===== src/rtl/csr_defs.vh =====
`ifndef CSR_DEFS_VH
`define CSR_DEFS_VH

// ----------------------------------------
// Register indices (word addresses)
// ----------------------------------------
`define CSR_ADDR_STATUS 4'h0
`define CSR_ADDR_CONTROL 4'h1

// ----------------------------------------
// Status register fields
// ----------------------------------------
`define CSR_ST_C 0
`define CSR_ST_Z 1
`define CSR_ST_OV 2
`define CSR_ST_N 3
`define CSR_ST_RA 4
`define CSR_ST_PRI_LO 5
`define CSR_ST_PRI_HI 7
`define CSR_ST_DC 8

// ----------------------------------------
// Control register fields
// ----------------------------------------
`define CSR_CT_PSV 2
`define CSR_CT_PRI3 3

// ----------------------------------------
// Reset values and masks
// ----------------------------------------
`define CSR_STATUS_RST 16'h0000
`define CSR_CONTROL_RST 16'h0000
`define CSR_STATUS_MASK 16'h01FF
`define CSR_CONTROL_MASK 16'h000C
`define CSR_PRI_USER_MAX 4'h7

`endif


===== src/rtl/csr_regs.v =====
// Function
// - Unimplemented bits of both registers read as zero and ignore writes.
// - Half carry is set by a carry out of bit 3 (byte) or bit 7 (word), else cleared.
// - The three-bit priority field encodes level 0 to 7 in binary and all flags reset to zero.
// - While nesting_disable is high, software writes to the three priority bits are ignored.
// - The high priority bit joins above the three status bits to give a four-bit level.
// - The repeat-loop active bit follows the hardware loop and is read-only to software.
// - The negative flag copies the sign of the result of an affecting operation.
// - The overflow flag is set on signed overflow and cleared otherwise.
// - The zero flag is set by a zero result and cleared by a non-zero result.
// - The carry flag is set by a carry out of the top bit and cleared otherwise.
// - The high priority bit is set by hardware and may only be cleared by software.
// - While the high priority bit is set, all user interrupts are blocked.
// - The program space window enable bit shows or hides the window and resets to zero.
// - Flags are writable by software and later overwritten by hardware updates.
// - For subtraction carry and half carry mean not-borrow and not-digit-borrow.
`timescale 1ns/1ps
`default_nettype none
`include "csr_defs.vh"

module csr_regs #(
   parameter W = 16
) (
   input wire clk,
   input wire arst_n,
   input wire clk_en,
   input wire [3:0] reg_addr,
   input wire [15:0] reg_wdata,
   input wire reg_wr,
   input wire reg_rd,
   output reg [15:0] reg_rdata,
   input wire [W-1:0] alu_op_a,
   input wire [W-1:0] alu_op_b,
   input wire alu_is_sub,
   input wire alu_is_byte,
   input wire alu_valid,
   input wire [4:0] alu_flag_en,
   input wire repeat_loop_active,
   input wire nesting_disable,
   input wire pri_load,
   input wire [3:0] pri_value,
   output reg [3:0] cpu_priority_level,
   output reg user_irq_block,
   output reg program_space_window_enable
);
   // ----------------------------------------
   // State
   // ----------------------------------------
   reg half_carry_flag_ff;
   reg [2:0] pri_lo_ff;
   reg ra_ff;
   reg n_ff;
   reg ov_ff;
   reg z_ff;
   reg c_ff;
   reg pri_hi_ff;
   reg psv_ff;
   reg nxt_dc;
   reg [2:0] nxt_pri_lo;
   reg nxt_n;
   reg nxt_ov;
   reg nxt_z;
   reg nxt_c;
   reg nxt_pri_hi;
   reg nxt_psv;
   reg [15:0] nxt_rdata;
   wire f_c;
   wire f_dc;
   wire f_n;
   wire f_ov;
   wire f_z;
   wire [3:0] nxt_level;

   function sel;
      input [3:0] a;
      input [3:0] idx;
      begin
         sel = (a == idx);
      end
   endfunction

   function blocks_user;
      input [3:0] lvl;
      begin
         blocks_user = (lvl >= `CSR_PRI_USER_MAX);
      end
   endfunction

   // ----------------------------------------
   // Flag calculator
   // ----------------------------------------
   csr_flag_calc #(.W(W)) u_calc (
      .op_a(alu_op_a),
      .op_b(alu_op_b),
      .is_sub(alu_is_sub),
      .is_byte(alu_is_byte),
      .flag_c(f_c),
      .flag_dc(f_dc),
      .flag_n(f_n),
      .flag_ov(f_ov),
      .flag_z(f_z)
   );

   // ----------------------------------------
   // Write decode
   // ----------------------------------------
   wire wr_st = reg_wr && sel(reg_addr, `CSR_ADDR_STATUS);
   wire wr_ct = reg_wr && sel(reg_addr, `CSR_ADDR_CONTROL);

   // ----------------------------------------
   // Next-state logic
   // ----------------------------------------
   always @* begin
      nxt_dc = half_carry_flag_ff;
      nxt_pri_lo = pri_lo_ff;
      nxt_n = n_ff;
      nxt_ov = ov_ff;
      nxt_z = z_ff;
      nxt_c = c_ff;
      nxt_pri_hi = pri_hi_ff;
      nxt_psv = psv_ff;
      // Software writes first; only implemented bits are taken
      if (wr_st) begin
         nxt_dc = reg_wdata[`CSR_ST_DC];
         nxt_n = reg_wdata[`CSR_ST_N];
         nxt_ov = reg_wdata[`CSR_ST_OV];
         nxt_z = reg_wdata[`CSR_ST_Z];
         nxt_c = reg_wdata[`CSR_ST_C];
         if (!nesting_disable) begin
            nxt_pri_lo = reg_wdata[`CSR_ST_PRI_HI:`CSR_ST_PRI_LO];
         end
      end
      if (wr_ct) begin
         nxt_psv = reg_wdata[`CSR_CT_PSV];
         if (!reg_wdata[`CSR_CT_PRI3]) begin
            nxt_pri_hi = 1'b0;
         end
      end
      // Hardware updates override software in the same cycle
      if (alu_valid) begin
         if (alu_flag_en[0]) begin
            nxt_c = f_c;
         end
         if (alu_flag_en[1]) begin
            nxt_z = f_z;
         end
         if (alu_flag_en[2]) begin
            nxt_ov = f_ov;
         end
         if (alu_flag_en[3]) begin
            nxt_n = f_n;
         end
         if (alu_flag_en[4]) begin
            nxt_dc = f_dc;
         end
      end
      if (pri_load) begin
         nxt_pri_lo = pri_value[2:0];
         nxt_pri_hi = pri_value[3];
      end
   end

   // ----------------------------------------
   // Priority level
   // ----------------------------------------
   assign nxt_level = {nxt_pri_hi, nxt_pri_lo};

   // ----------------------------------------
   // Read decode
   // ----------------------------------------
   wire rd_st = reg_rd && sel(reg_addr, `CSR_ADDR_STATUS);
   wire rd_ct = reg_rd && sel(reg_addr, `CSR_ADDR_CONTROL);
   wire [15:0] rd_mask = rd_st ? `CSR_STATUS_MASK : (rd_ct ? `CSR_CONTROL_MASK : 16'h0000);

   // ----------------------------------------
   // Read mux
   // ----------------------------------------
   always @* begin
      nxt_rdata = 16'h0000;
      if (reg_rd) begin
         if (sel(reg_addr, `CSR_ADDR_STATUS)) begin
            nxt_rdata[`CSR_ST_DC] = half_carry_flag_ff;
            nxt_rdata[`CSR_ST_PRI_HI:`CSR_ST_PRI_LO] = pri_lo_ff;
            nxt_rdata[`CSR_ST_RA] = ra_ff;
            nxt_rdata[`CSR_ST_N] = n_ff;
            nxt_rdata[`CSR_ST_OV] = ov_ff;
            nxt_rdata[`CSR_ST_Z] = z_ff;
            nxt_rdata[`CSR_ST_C] = c_ff;
         end else if (sel(reg_addr, `CSR_ADDR_CONTROL)) begin
            nxt_rdata[`CSR_CT_PRI3] = pri_hi_ff;
            nxt_rdata[`CSR_CT_PSV] = psv_ff;
         end
      end
   end

   // ----------------------------------------
   // Carry flag
   // ----------------------------------------
   always @(posedge clk or negedge arst_n) begin
      if (!arst_n) begin
         c_ff <= 1'b0;
      end else if (clk_en) begin
         c_ff <= nxt_c;
      end
   end

   // ----------------------------------------
   // Zero flag
   // ----------------------------------------
   always @(posedge clk or negedge arst_n) begin
      if (!arst_n) begin
         z_ff <= 1'b0;
      end else if (clk_en) begin
         z_ff <= nxt_z;
      end
   end

   // ----------------------------------------
   // Overflow flag
   // ----------------------------------------
   always @(posedge clk or negedge arst_n) begin
      if (!arst_n) begin
         ov_ff <= 1'b0;
      end else if (clk_en) begin
         ov_ff <= nxt_ov;
      end
   end

   // ----------------------------------------
   // Negative flag
   // ----------------------------------------
   always @(posedge clk or negedge arst_n) begin
      if (!arst_n) begin
         n_ff <= 1'b0;
      end else if (clk_en) begin
         n_ff <= nxt_n;
      end
   end

   // ----------------------------------------
   // Half carry flag
   // ----------------------------------------
   always @(posedge clk or negedge arst_n) begin
      if (!arst_n) begin
         half_carry_flag_ff <= 1'b0;
      end else if (clk_en) begin
         half_carry_flag_ff <= nxt_dc;
      end
   end

   // ----------------------------------------
   // Repeat loop flag
   // ----------------------------------------
   always @(posedge clk or negedge arst_n) begin
      if (!arst_n) begin
         ra_ff <= 1'b0;
      end else if (clk_en) begin
         ra_ff <= repeat_loop_active;
      end
   end

   // ----------------------------------------
   // Low priority bits
   // ----------------------------------------
   always @(posedge clk or negedge arst_n) begin
      if (!arst_n) begin
         pri_lo_ff <= 3'h0;
      end else if (clk_en) begin
         pri_lo_ff <= nxt_pri_lo;
      end
   end

   // ----------------------------------------
   // High priority bit
   // ----------------------------------------
   always @(posedge clk or negedge arst_n) begin
      if (!arst_n) begin
         pri_hi_ff <= 1'b0;
      end else if (clk_en) begin
         pri_hi_ff <= nxt_pri_hi;
      end
   end

   // ----------------------------------------
   // Window enable bit
   // ----------------------------------------
   always @(posedge clk or negedge arst_n) begin
      if (!arst_n) begin
         psv_ff <= 1'b0;
      end else if (clk_en) begin
         psv_ff <= nxt_psv;
      end
   end

   // ----------------------------------------
   // Read data
   // ----------------------------------------
   always @(posedge clk or negedge arst_n) begin
      if (!arst_n) begin
         reg_rdata <= 16'h0000;
      end else if (clk_en) begin
         reg_rdata <= nxt_rdata & rd_mask;
      end
   end

   // ----------------------------------------
   // Priority level output
   // ----------------------------------------
   always @(posedge clk or negedge arst_n) begin
      if (!arst_n) begin
         cpu_priority_level <= 4'h0;
      end else if (clk_en) begin
         cpu_priority_level <= nxt_level;
      end
   end

   // ----------------------------------------
   // Interrupt block output
   // ----------------------------------------
   always @(posedge clk or negedge arst_n) begin
      if (!arst_n) begin
         user_irq_block <= 1'b0;
      end else if (clk_en) begin
         user_irq_block <= blocks_user(nxt_level);
      end
   end

   // ----------------------------------------
   // Window enable output
   // ----------------------------------------
   always @(posedge clk or negedge arst_n) begin
      if (!arst_n) begin
         program_space_window_enable <= 1'b0;
      end else if (clk_en) begin
         program_space_window_enable <= nxt_psv;
      end
   end
endmodule

`default_nettype wire


===== src/rtl/csr_flag_calc.v =====
`timescale 1ns/1ps
`default_nettype none
`include "csr_defs.vh"

// ----------------------------------------
// Flag calculation from an ALU result
// ----------------------------------------
module csr_flag_calc #(
   parameter W = 16
) (
   input wire [W-1:0] op_a,
   input wire [W-1:0] op_b,
   input wire is_sub,
   input wire is_byte,
   output reg flag_c,
   output reg flag_dc,
   output reg flag_n,
   output reg flag_ov,
   output reg flag_z
);
   reg [W:0] sum;
   reg [W-1:0] bx;
   reg [8:0] lo8;
   reg [4:0] lo4;
   reg [8:0] by;
   always @* begin
      bx = is_sub ? ~op_b : op_b;
      sum = {1'b0, op_a} + {1'b0, bx} + {{W{1'b0}}, is_sub};
      lo4 = {1'b0, op_a[3:0]} + {1'b0, bx[3:0]} + {4'h0, is_sub};
      lo8 = {1'b0, op_a[7:0]} + {1'b0, bx[7:0]} + {8'h00, is_sub};
      by = lo8;
      // Carry set means no borrow for subtraction
      if (is_byte) begin
         flag_c = by[8];
         flag_dc = lo4[4];
         flag_n = by[7];
         flag_ov = (op_a[7] == bx[7]) && (by[7] != op_a[7]);
         flag_z = (by[7:0] == 8'h00);
      end else begin
         flag_c = sum[W];
         flag_dc = lo8[8];
         flag_n = sum[W-1];
         flag_ov = (op_a[W-1] == bx[W-1]) && (sum[W-1] != op_a[W-1]);
         flag_z = (sum[W-1:0] == {W{1'b0}});
      end
   end
endmodule

`default_nettype wire


===== config.mk =====
export PLATFORM = sky130hd
export DESIGN_NAME = csr_regs
export DESIGN_NICKNAME = d
export VERILOG_FILES = /design/src/rtl/csr_regs.v /design/src/rtl/csr_flag_calc.v
export VERILOG_INCLUDE_DIRS = /design/src /design/src/rtl
export SDC_FILE = /design/constraint.sdc
export NUM_CORES = 1
export LEC_CHECK = 0
export ABC_AREA = 1
export BUFFER_PORTS_ARGS = -buffer_cell sky130_fd_sc_hd__buf_2
export CELL_PAD_IN_SITES_DETAIL_PLACEMENT = 0
export CELL_PAD_IN_SITES_GLOBAL_PLACEMENT = 1
export CORE_UTILIZATION = 30
export CTS_BUF_LIST = sky130_fd_sc_hd__clkbuf_8 sky130_fd_sc_hd__clkbuf_16
export CTS_CLUSTER_SIZE = 20
export DETAILED_ROUTE_END_ITERATION = 6
export PLACE_DENSITY_LB_ADDON = 0.1
export SKIP_LAST_GASP = 1
export SLEW_MARGIN = 20
export SYNTH_ARGS = -nofsm -noshare
export SYNTH_HDL_FRONTEND = slang
export SYNTH_SLANG_ARGS = --single-unit
export TNS_END_PERCENT = 30

===== constraint.sdc =====
create_clock -name clk -period 1.05 [get_ports clk]
set_clock_uncertainty 0.15 [all_clocks]
set_input_delay 0.105 -clock clk [delete_from_list [all_inputs] [get_ports clk]]
set_output_delay 0.105 -clock clk [all_outputs]
set_load 0.02 [all_outputs]

# Word level (Yosys, flattened, before mapping)
# Index checks and enable logic that the tools add are counted.
dict set report word_totals {
  out_inout_bits 22
  word_cells 70
  in_bits 72
  register_bits 32
}
dict set report op_classes {
  bitwise 2
  magnitude_cmp 1
  n_reduce_logical 10
  addsub 6
  eq_ne 5
  mux 34
}
# cell n
set ops {}
lappend ops {{2-to-1 mux 1 bit} 23}
lappend ops {{2-to-1 mux 9 bit} 2}
lappend ops {{adder 16 x 16 -> 17 bit} 1}
lappend ops {{adder 17 x 1 -> 17 bit} 1}
lappend ops {{zero test 16 bit} 1}
lappend ops {{2-to-1 mux 16 bit} 1}
lappend ops {{NOT 16 bit} 1}
lappend ops {{adder 8 x 8 -> 9 bit} 1}
lappend ops {{adder 9 x 1 -> 9 bit} 1}
lappend ops {{bitwise AND 9 bit} 1}
lappend ops {{2-to-1 mux 3 bit} 3}
lappend ops {{zero test 8 bit} 1}
lappend ops {{logical AND 1 bit} 6}
lappend ops {{2-to-1 mux 2 bit} 3}
lappend ops {{adder 4 x 4 -> 5 bit} 1}
lappend ops {{adder 5 x 1 -> 5 bit} 1}
lappend ops {{2-to-1 mux 5 bit} 1}
lappend ops {{equality test 4 x 1 -> 1 bit (second input constant)} 1}
lappend ops {{greater-or-equal comparator 4 x 3 -> 1 bit (second input constant)} 1}
lappend ops {{zero test 4 bit} 1}
lappend ops {{2-to-1 mux 4 bit} 1}
lappend ops {{equality test 1 bit} 2}
lappend ops {{!= test 1 bit} 2}
lappend ops {{AND reduction 2 bit} 1}

# Logic depth before layout (Yosys ltp)
dict set report depth {
  word_depth 9
  mapped_depth 21
  mapped_depth_nobuf 21
}

# Hierarchy
# From an unflattened synthesis, not the netlist that was laid out.
dict set report unflattened {
  cells_unflattened 392
  area_unflattened_um2 2536.2
}
# module seq_area_each_um2 area_per_inst_um2 cells_per_inst n_inst
set by_module_without_submodules {}
lappend by_module_without_submodules {csr_flag_calc 0.0 1337.5 238 1}
lappend by_module_without_submodules {csr_regs 525.5 1198.6 154 1}

# Worst setup path before layout
# No wires, ideal clock.
dict set report synth_path {
  path_kind {input to register}
  from {input alu_is_sub}
  to {register z_ff}
  arrival_ps 2011
  required_time_ps 834
  stages 19
  path_slack_ps -1176
  path_buffers 2
  cell_sequence {buf_4 -> buf_2 -> xor2_1 -> ha_1 -> nand2_1 -> inv_2 -> a21oi_2 -> inv_1 -> a21oi_1 -> nand2_1 -> nand2_1 -> nand2_1 -> nor2_1 -> nand2_1 -> nand2_1 -> nand2_1 -> nand2_1 -> nand2_1 -> nand2_1}
}
dict set report synth_via {
  elab_chain_len 7
  word_cells_on_any_way 10
}
# item line_no
set synth_rtl {}
lappend synth_rtl {{start: declaration} csr_regs.v:34} ;# input wire alu_is_sub,
lappend synth_rtl {{2-to-1 mux 16 bit} csr_flag_calc.v:27} ;# bx = is_sub ? ~op_b : op_b;
lappend synth_rtl {{adder 16 x 16 -> 17 bit or adder 8 x 8 -> 9 bit (tied branches)} {csr_flag_calc.v:28, csr_flag_calc.v:30}}
lappend synth_rtl {{adder 17 x 1 -> 17 bit or adder 9 x 1 -> 9 bit (tied branches)} {csr_flag_calc.v:28, csr_flag_calc.v:30}}
lappend synth_rtl {{zero test 16 bit or zero test 8 bit (tied branches)} {csr_flag_calc.v:44, csr_flag_calc.v:38}}
lappend synth_rtl {{2-to-1 mux 1 bit *} csr_flag_calc.v:33} ;# if (is_byte) begin
lappend synth_rtl {{2-to-1 mux 1 bit *} csr_regs.v:144} ;# if (alu_flag_en[1]) begin
lappend synth_rtl {{2-to-1 mux 1 bit *} csr_regs.v:140} ;# if (alu_valid) begin
lappend synth_rtl {{end signal: assignment} csr_regs.v:214} ;# z_ff <= nxt_z;
lappend synth_rtl {{end: declaration} csr_regs.v:54} ;# reg z_ff;
# Every way passes the cells marked *; elsewhere a longest branch is shown, timed or not.
# A chain may end at the register's enable or synchronous reset.

# Worst setup path after layout
# Ends and elaborated chain as after synthesis.

==> reports/results.tsv <==
stage	metric	value	unit
worst_hold_path	Worst Hold Class	input port to flop	
synthesis	Area contributors post-synth	dfrtp_1 (21%), nand2_1 (20%), inv_1 (9.9%)	
global_routing	gr ovfl total	0	
setup_path	Critical Path Source	alu_is_sub	
setup_path	r2r endpoint	user_irq_block	
setup_path	Most common cell on crit path	nand2_1	
sta	final setup vio count	24	
setup_path	critical path peak fanout	8	
route	antenna-violating nets left	0	
pwr	Gate power share	63.2	%
clock_network	total CTS buffers	3	
setup_path	critical path depth in cells	20	
synthesis	Ys Warns	0	
cells_and_area	Syn-to-layout area delta	67.73	%
sta	fin. max-slew vios	0	
setup_path	crit path launch type	input port	
route	TritonRoute pass-1 iters	5	
placement	Place WS	-1.290	ns
global_routing	GRT Overall Usage	18.48	%
sta	Fin Setup TNS	-5.512	ns
global_routing	initial antenna violation count	0	
pwr	Flop pwr share	23.3	%
pwr	internal power	0.002332	W
setup_path	Worst Path Buf+Inv	4	
pwr	Pleak	2.248	nW
synthesis	flops & latches, synth	21	
setup_path	end of the critical path	z_ff	
clock_network	CTS Buffer Depth	2	
synthesis	post-synth top area cell	dfrtp_1	
pwr	Pwr per Cell Area	959.5	nW/um2
setup_path	Setup crit end kind	flop	
placement	Port Buffers	78	
sta	final worst slack	-0.9647	ns
cells_and_area	Biggest register	reg_rdata	
setup_path	critical path's top delay family	simple AND/OR/NAND/NOR gates	
run_status	status	complete, but fails checks	
route	routed vias	2921	
pwr	Clock power frac	13.6	%
synthesis	area share of the largest cell type after synthesis	21.28	%
floorplan	core area	7848	um2
global_routing	first-pass GRT wire length	12.77	mm
synthesis	Post-Syn Area per Cell	6.221	um2
setup_path	WP data required	1.11	ns
setup_path	Worst EP arrival	2.07	ns
pwr	switch share	41.34	%
cells_and_area	Post-layout nets	642	
clock_network	H-Tree Level Count	1	
floorplan	die width	92.74	um
sta	Tmin final	2.015	ns
setup_path	reg2reg start	pri_lo_ff[0]	
floorplan	I/O pin count	94	
floorplan	row cnt	32	
job	max cap viols	0	
clock_network	Skew-Pair Late Insertion Delay	0.26	ns
clock_network	Root Buffer	clkbuf_8	
route	DRT iter0 DRCs	70	
global_routing	largest net degree at the start of global routing	22	
pwr	Net Switching	0.001643	W
setup_path	FF-to-FF setup slack	-0.10	ns
route	DR WL/cell	11.99	um
pwr	VDD IR max	0.5177	mV
setup_path	crit path kind	input port to flop	
cells_and_area	Largest register FFs	9	
cells_and_area	most frequent cells in the layout	nand2_1 (100), buf_2 (75), buf_4 (64)	
route	WL final	7.828	mm
route	# DRC	0	
setup_path	Crit-path slowest cell	ha_1	
cells_and_area	Top Registers	reg_rdata (9), pri_lo_ff (2)	
floorplan	Initial Utilization	31.47	%
clock_network	Worst-path clk slew	0.08	ns
sta	Fin. Hold Viols	0	
synthesis	Synth Instances	397	
placement	Final GP Congestion	0.7807	
cells_and_area	share of layout cells above drive strength 1	48.64	%
floorplan	chip height	92.74	um
cells_and_area	antenna diode count	0	
cells_and_area	commonest non-fill, non-tap cell in the layout	nand2_1	
clock_network	TritonCTS clock tree	built	
synthesis	distinct cell type count after synthesis	38	
cells_and_area	final std cell area, no fill	4143	um2
setup_path	crit-path cells	buf_12, buf_12, xor2_1, ha_1, nand2_2, nor2_4, inv_1, nor2_1, nand2_2, nand4_1, nand2_1, inv_2, nand2_1, nor2_1, nand2_1, nand2_1, nand2_1, nand2_1, nand2_1, nand2_1	
placement	post-DP HPWL	6.020	mm
clock_network	TritonCTS Sinks	21	
setup_path	worst-case reg-to-reg path depth	5	
setup_path	Crit path largest cell delay	0.37	ns
sta	Period Utilization, post-route	191.9	%
floorplan	Die ar.	8600	um2
worst_hold_path	WHS Path Cells	4	
synthesis	sequential cell area fraction in the yosys report	21.28	%
global_routing	vias in the first global route	2790	
sta	RSZ-0062 raised after global routing	yes	
route	vias per std cell	4.473	
placement	Cell Area, Placed	3368	um2
run_status	failing checks	negative setup slack	
sta	Max Fclk	496.3	MHz
synthesis	mapped cell area	2470	um2
[worst min-delay path by stage]
stage | startpoint | to | slack, ns
final | pri_value[2] | cpu_priority_level[2] | 0.03
after global routing | alu_flag_en[3] | n_ff | 0.06
after CTS | pri_value[2] | cpu_priority_level[2] | 0.04
after detailed placement | arst_n | reg_rdata[3] | -0.06
after global placement | arst_n | reg_rdata[3] | -0.06
after floorplan | arst_n | c_ff | -0.34
[synthesized netlist by cell type]
cell type	n
ha_1	17
inv_2	2
nand2_1	132
fa_1	1
dfrtp_1	21
a32o_1	1
nor3_1	5
nand2_4	1
or2_0	1
o21a_2	1
nand2_2	4
buf_4	9
o21a_1	1
buf_2	2
a21oi_2	2
a31oi_1	1
o211ai_1	3
nand4_1	5
nor2_8	1
o221ai_1	1
or2_2	1
buf_1	1
nor3_4	1
nor4_1	1
inv_1	65
clkbuf_1	1
or2_4	1
nor2_1	21
nand3_2	1
o21ai_0	13
nand3_1	29
o21ai_1	8
a22o_1	2
a21oi_1	17
conb_1	1
xnor2_1	1
and2_1	2
xor2_1	20
[per-stage QoR]
step                power (W)  std cells  hold slack [ns]  utilization, %
global route         0.004313        653          0.06336           52.79
detailed placement   0.002786        625         -0.06020           42.92
global placement     0.002787        625         -0.05960           42.92
finish               0.003975        653          0.03388           52.79
CTS                  0.003627        644          0.04030           47.93
floorplan            0.002043        403          -0.3406               -
[power by group through the flow]
stage / clock, W / sequential, W / combinational [W]
5_1_grt: 0.000587 / 0.000939 / 0.00279
3_3_place_gp: 0 / 0.000939 / 0.00185
4_1_cts: 0.000545 / 0.000926 / 0.00216
6_report: 0.000539 / 0.000925 / 0.00251
2_1_floorplan: 0 / 0.000971 / 0.00107
3_5_place_dp: 0 / 0.000941 / 0.00185
[final cells by class]
class	count	area, um2
repair buffers	157	1097
clock buffers	3	41.29
multi-input cells	302	2095
clock inverters	1	5.005
flip-flops and latches	21	525.5
fillers	840	3705
well taps	102	127.6
inverters	67	251.5
[tightest hold or removal path, cell delays in order]
cell     delay (ns)
buf_2          0.08
o21a_2         0.12
nand2_1        0.04
o21ai_1        0.06
[timing repair]
item	4_1_cts	5_1_grt
resized for setup	52	75
pin swaps	36	53
hold buffers	3	0
cloned	1	0
setup endpoints to repair	26	33
endpoints found under the hold margin	23	0
buffers inserted	12	9
[layer usage]
layer	vias up	share of wire (%)	global-route usage (%)
met5	-	0	0
met4	0	0.64	1.795
met3	6	3.9	2.217
met2	60	45	30.68
met1	1315	51	26.48
li1	1540	-	-
[cells by family (layout without fill, tap and decap cells)]
family          count (synthesis)  count (layout)  share of synthesized area, %
other cells                     1               7                        0.1518
compound gates                 50              50                         11.70
flops                          21              21                         21.28
buf+inv                        80             228                         13.63
xor+xnor                       21              21                         7.447
fa+ha+maj                      18              18                         9.422
simple gates                  206             206                         36.37
Power figures use the tool's default switching activity.
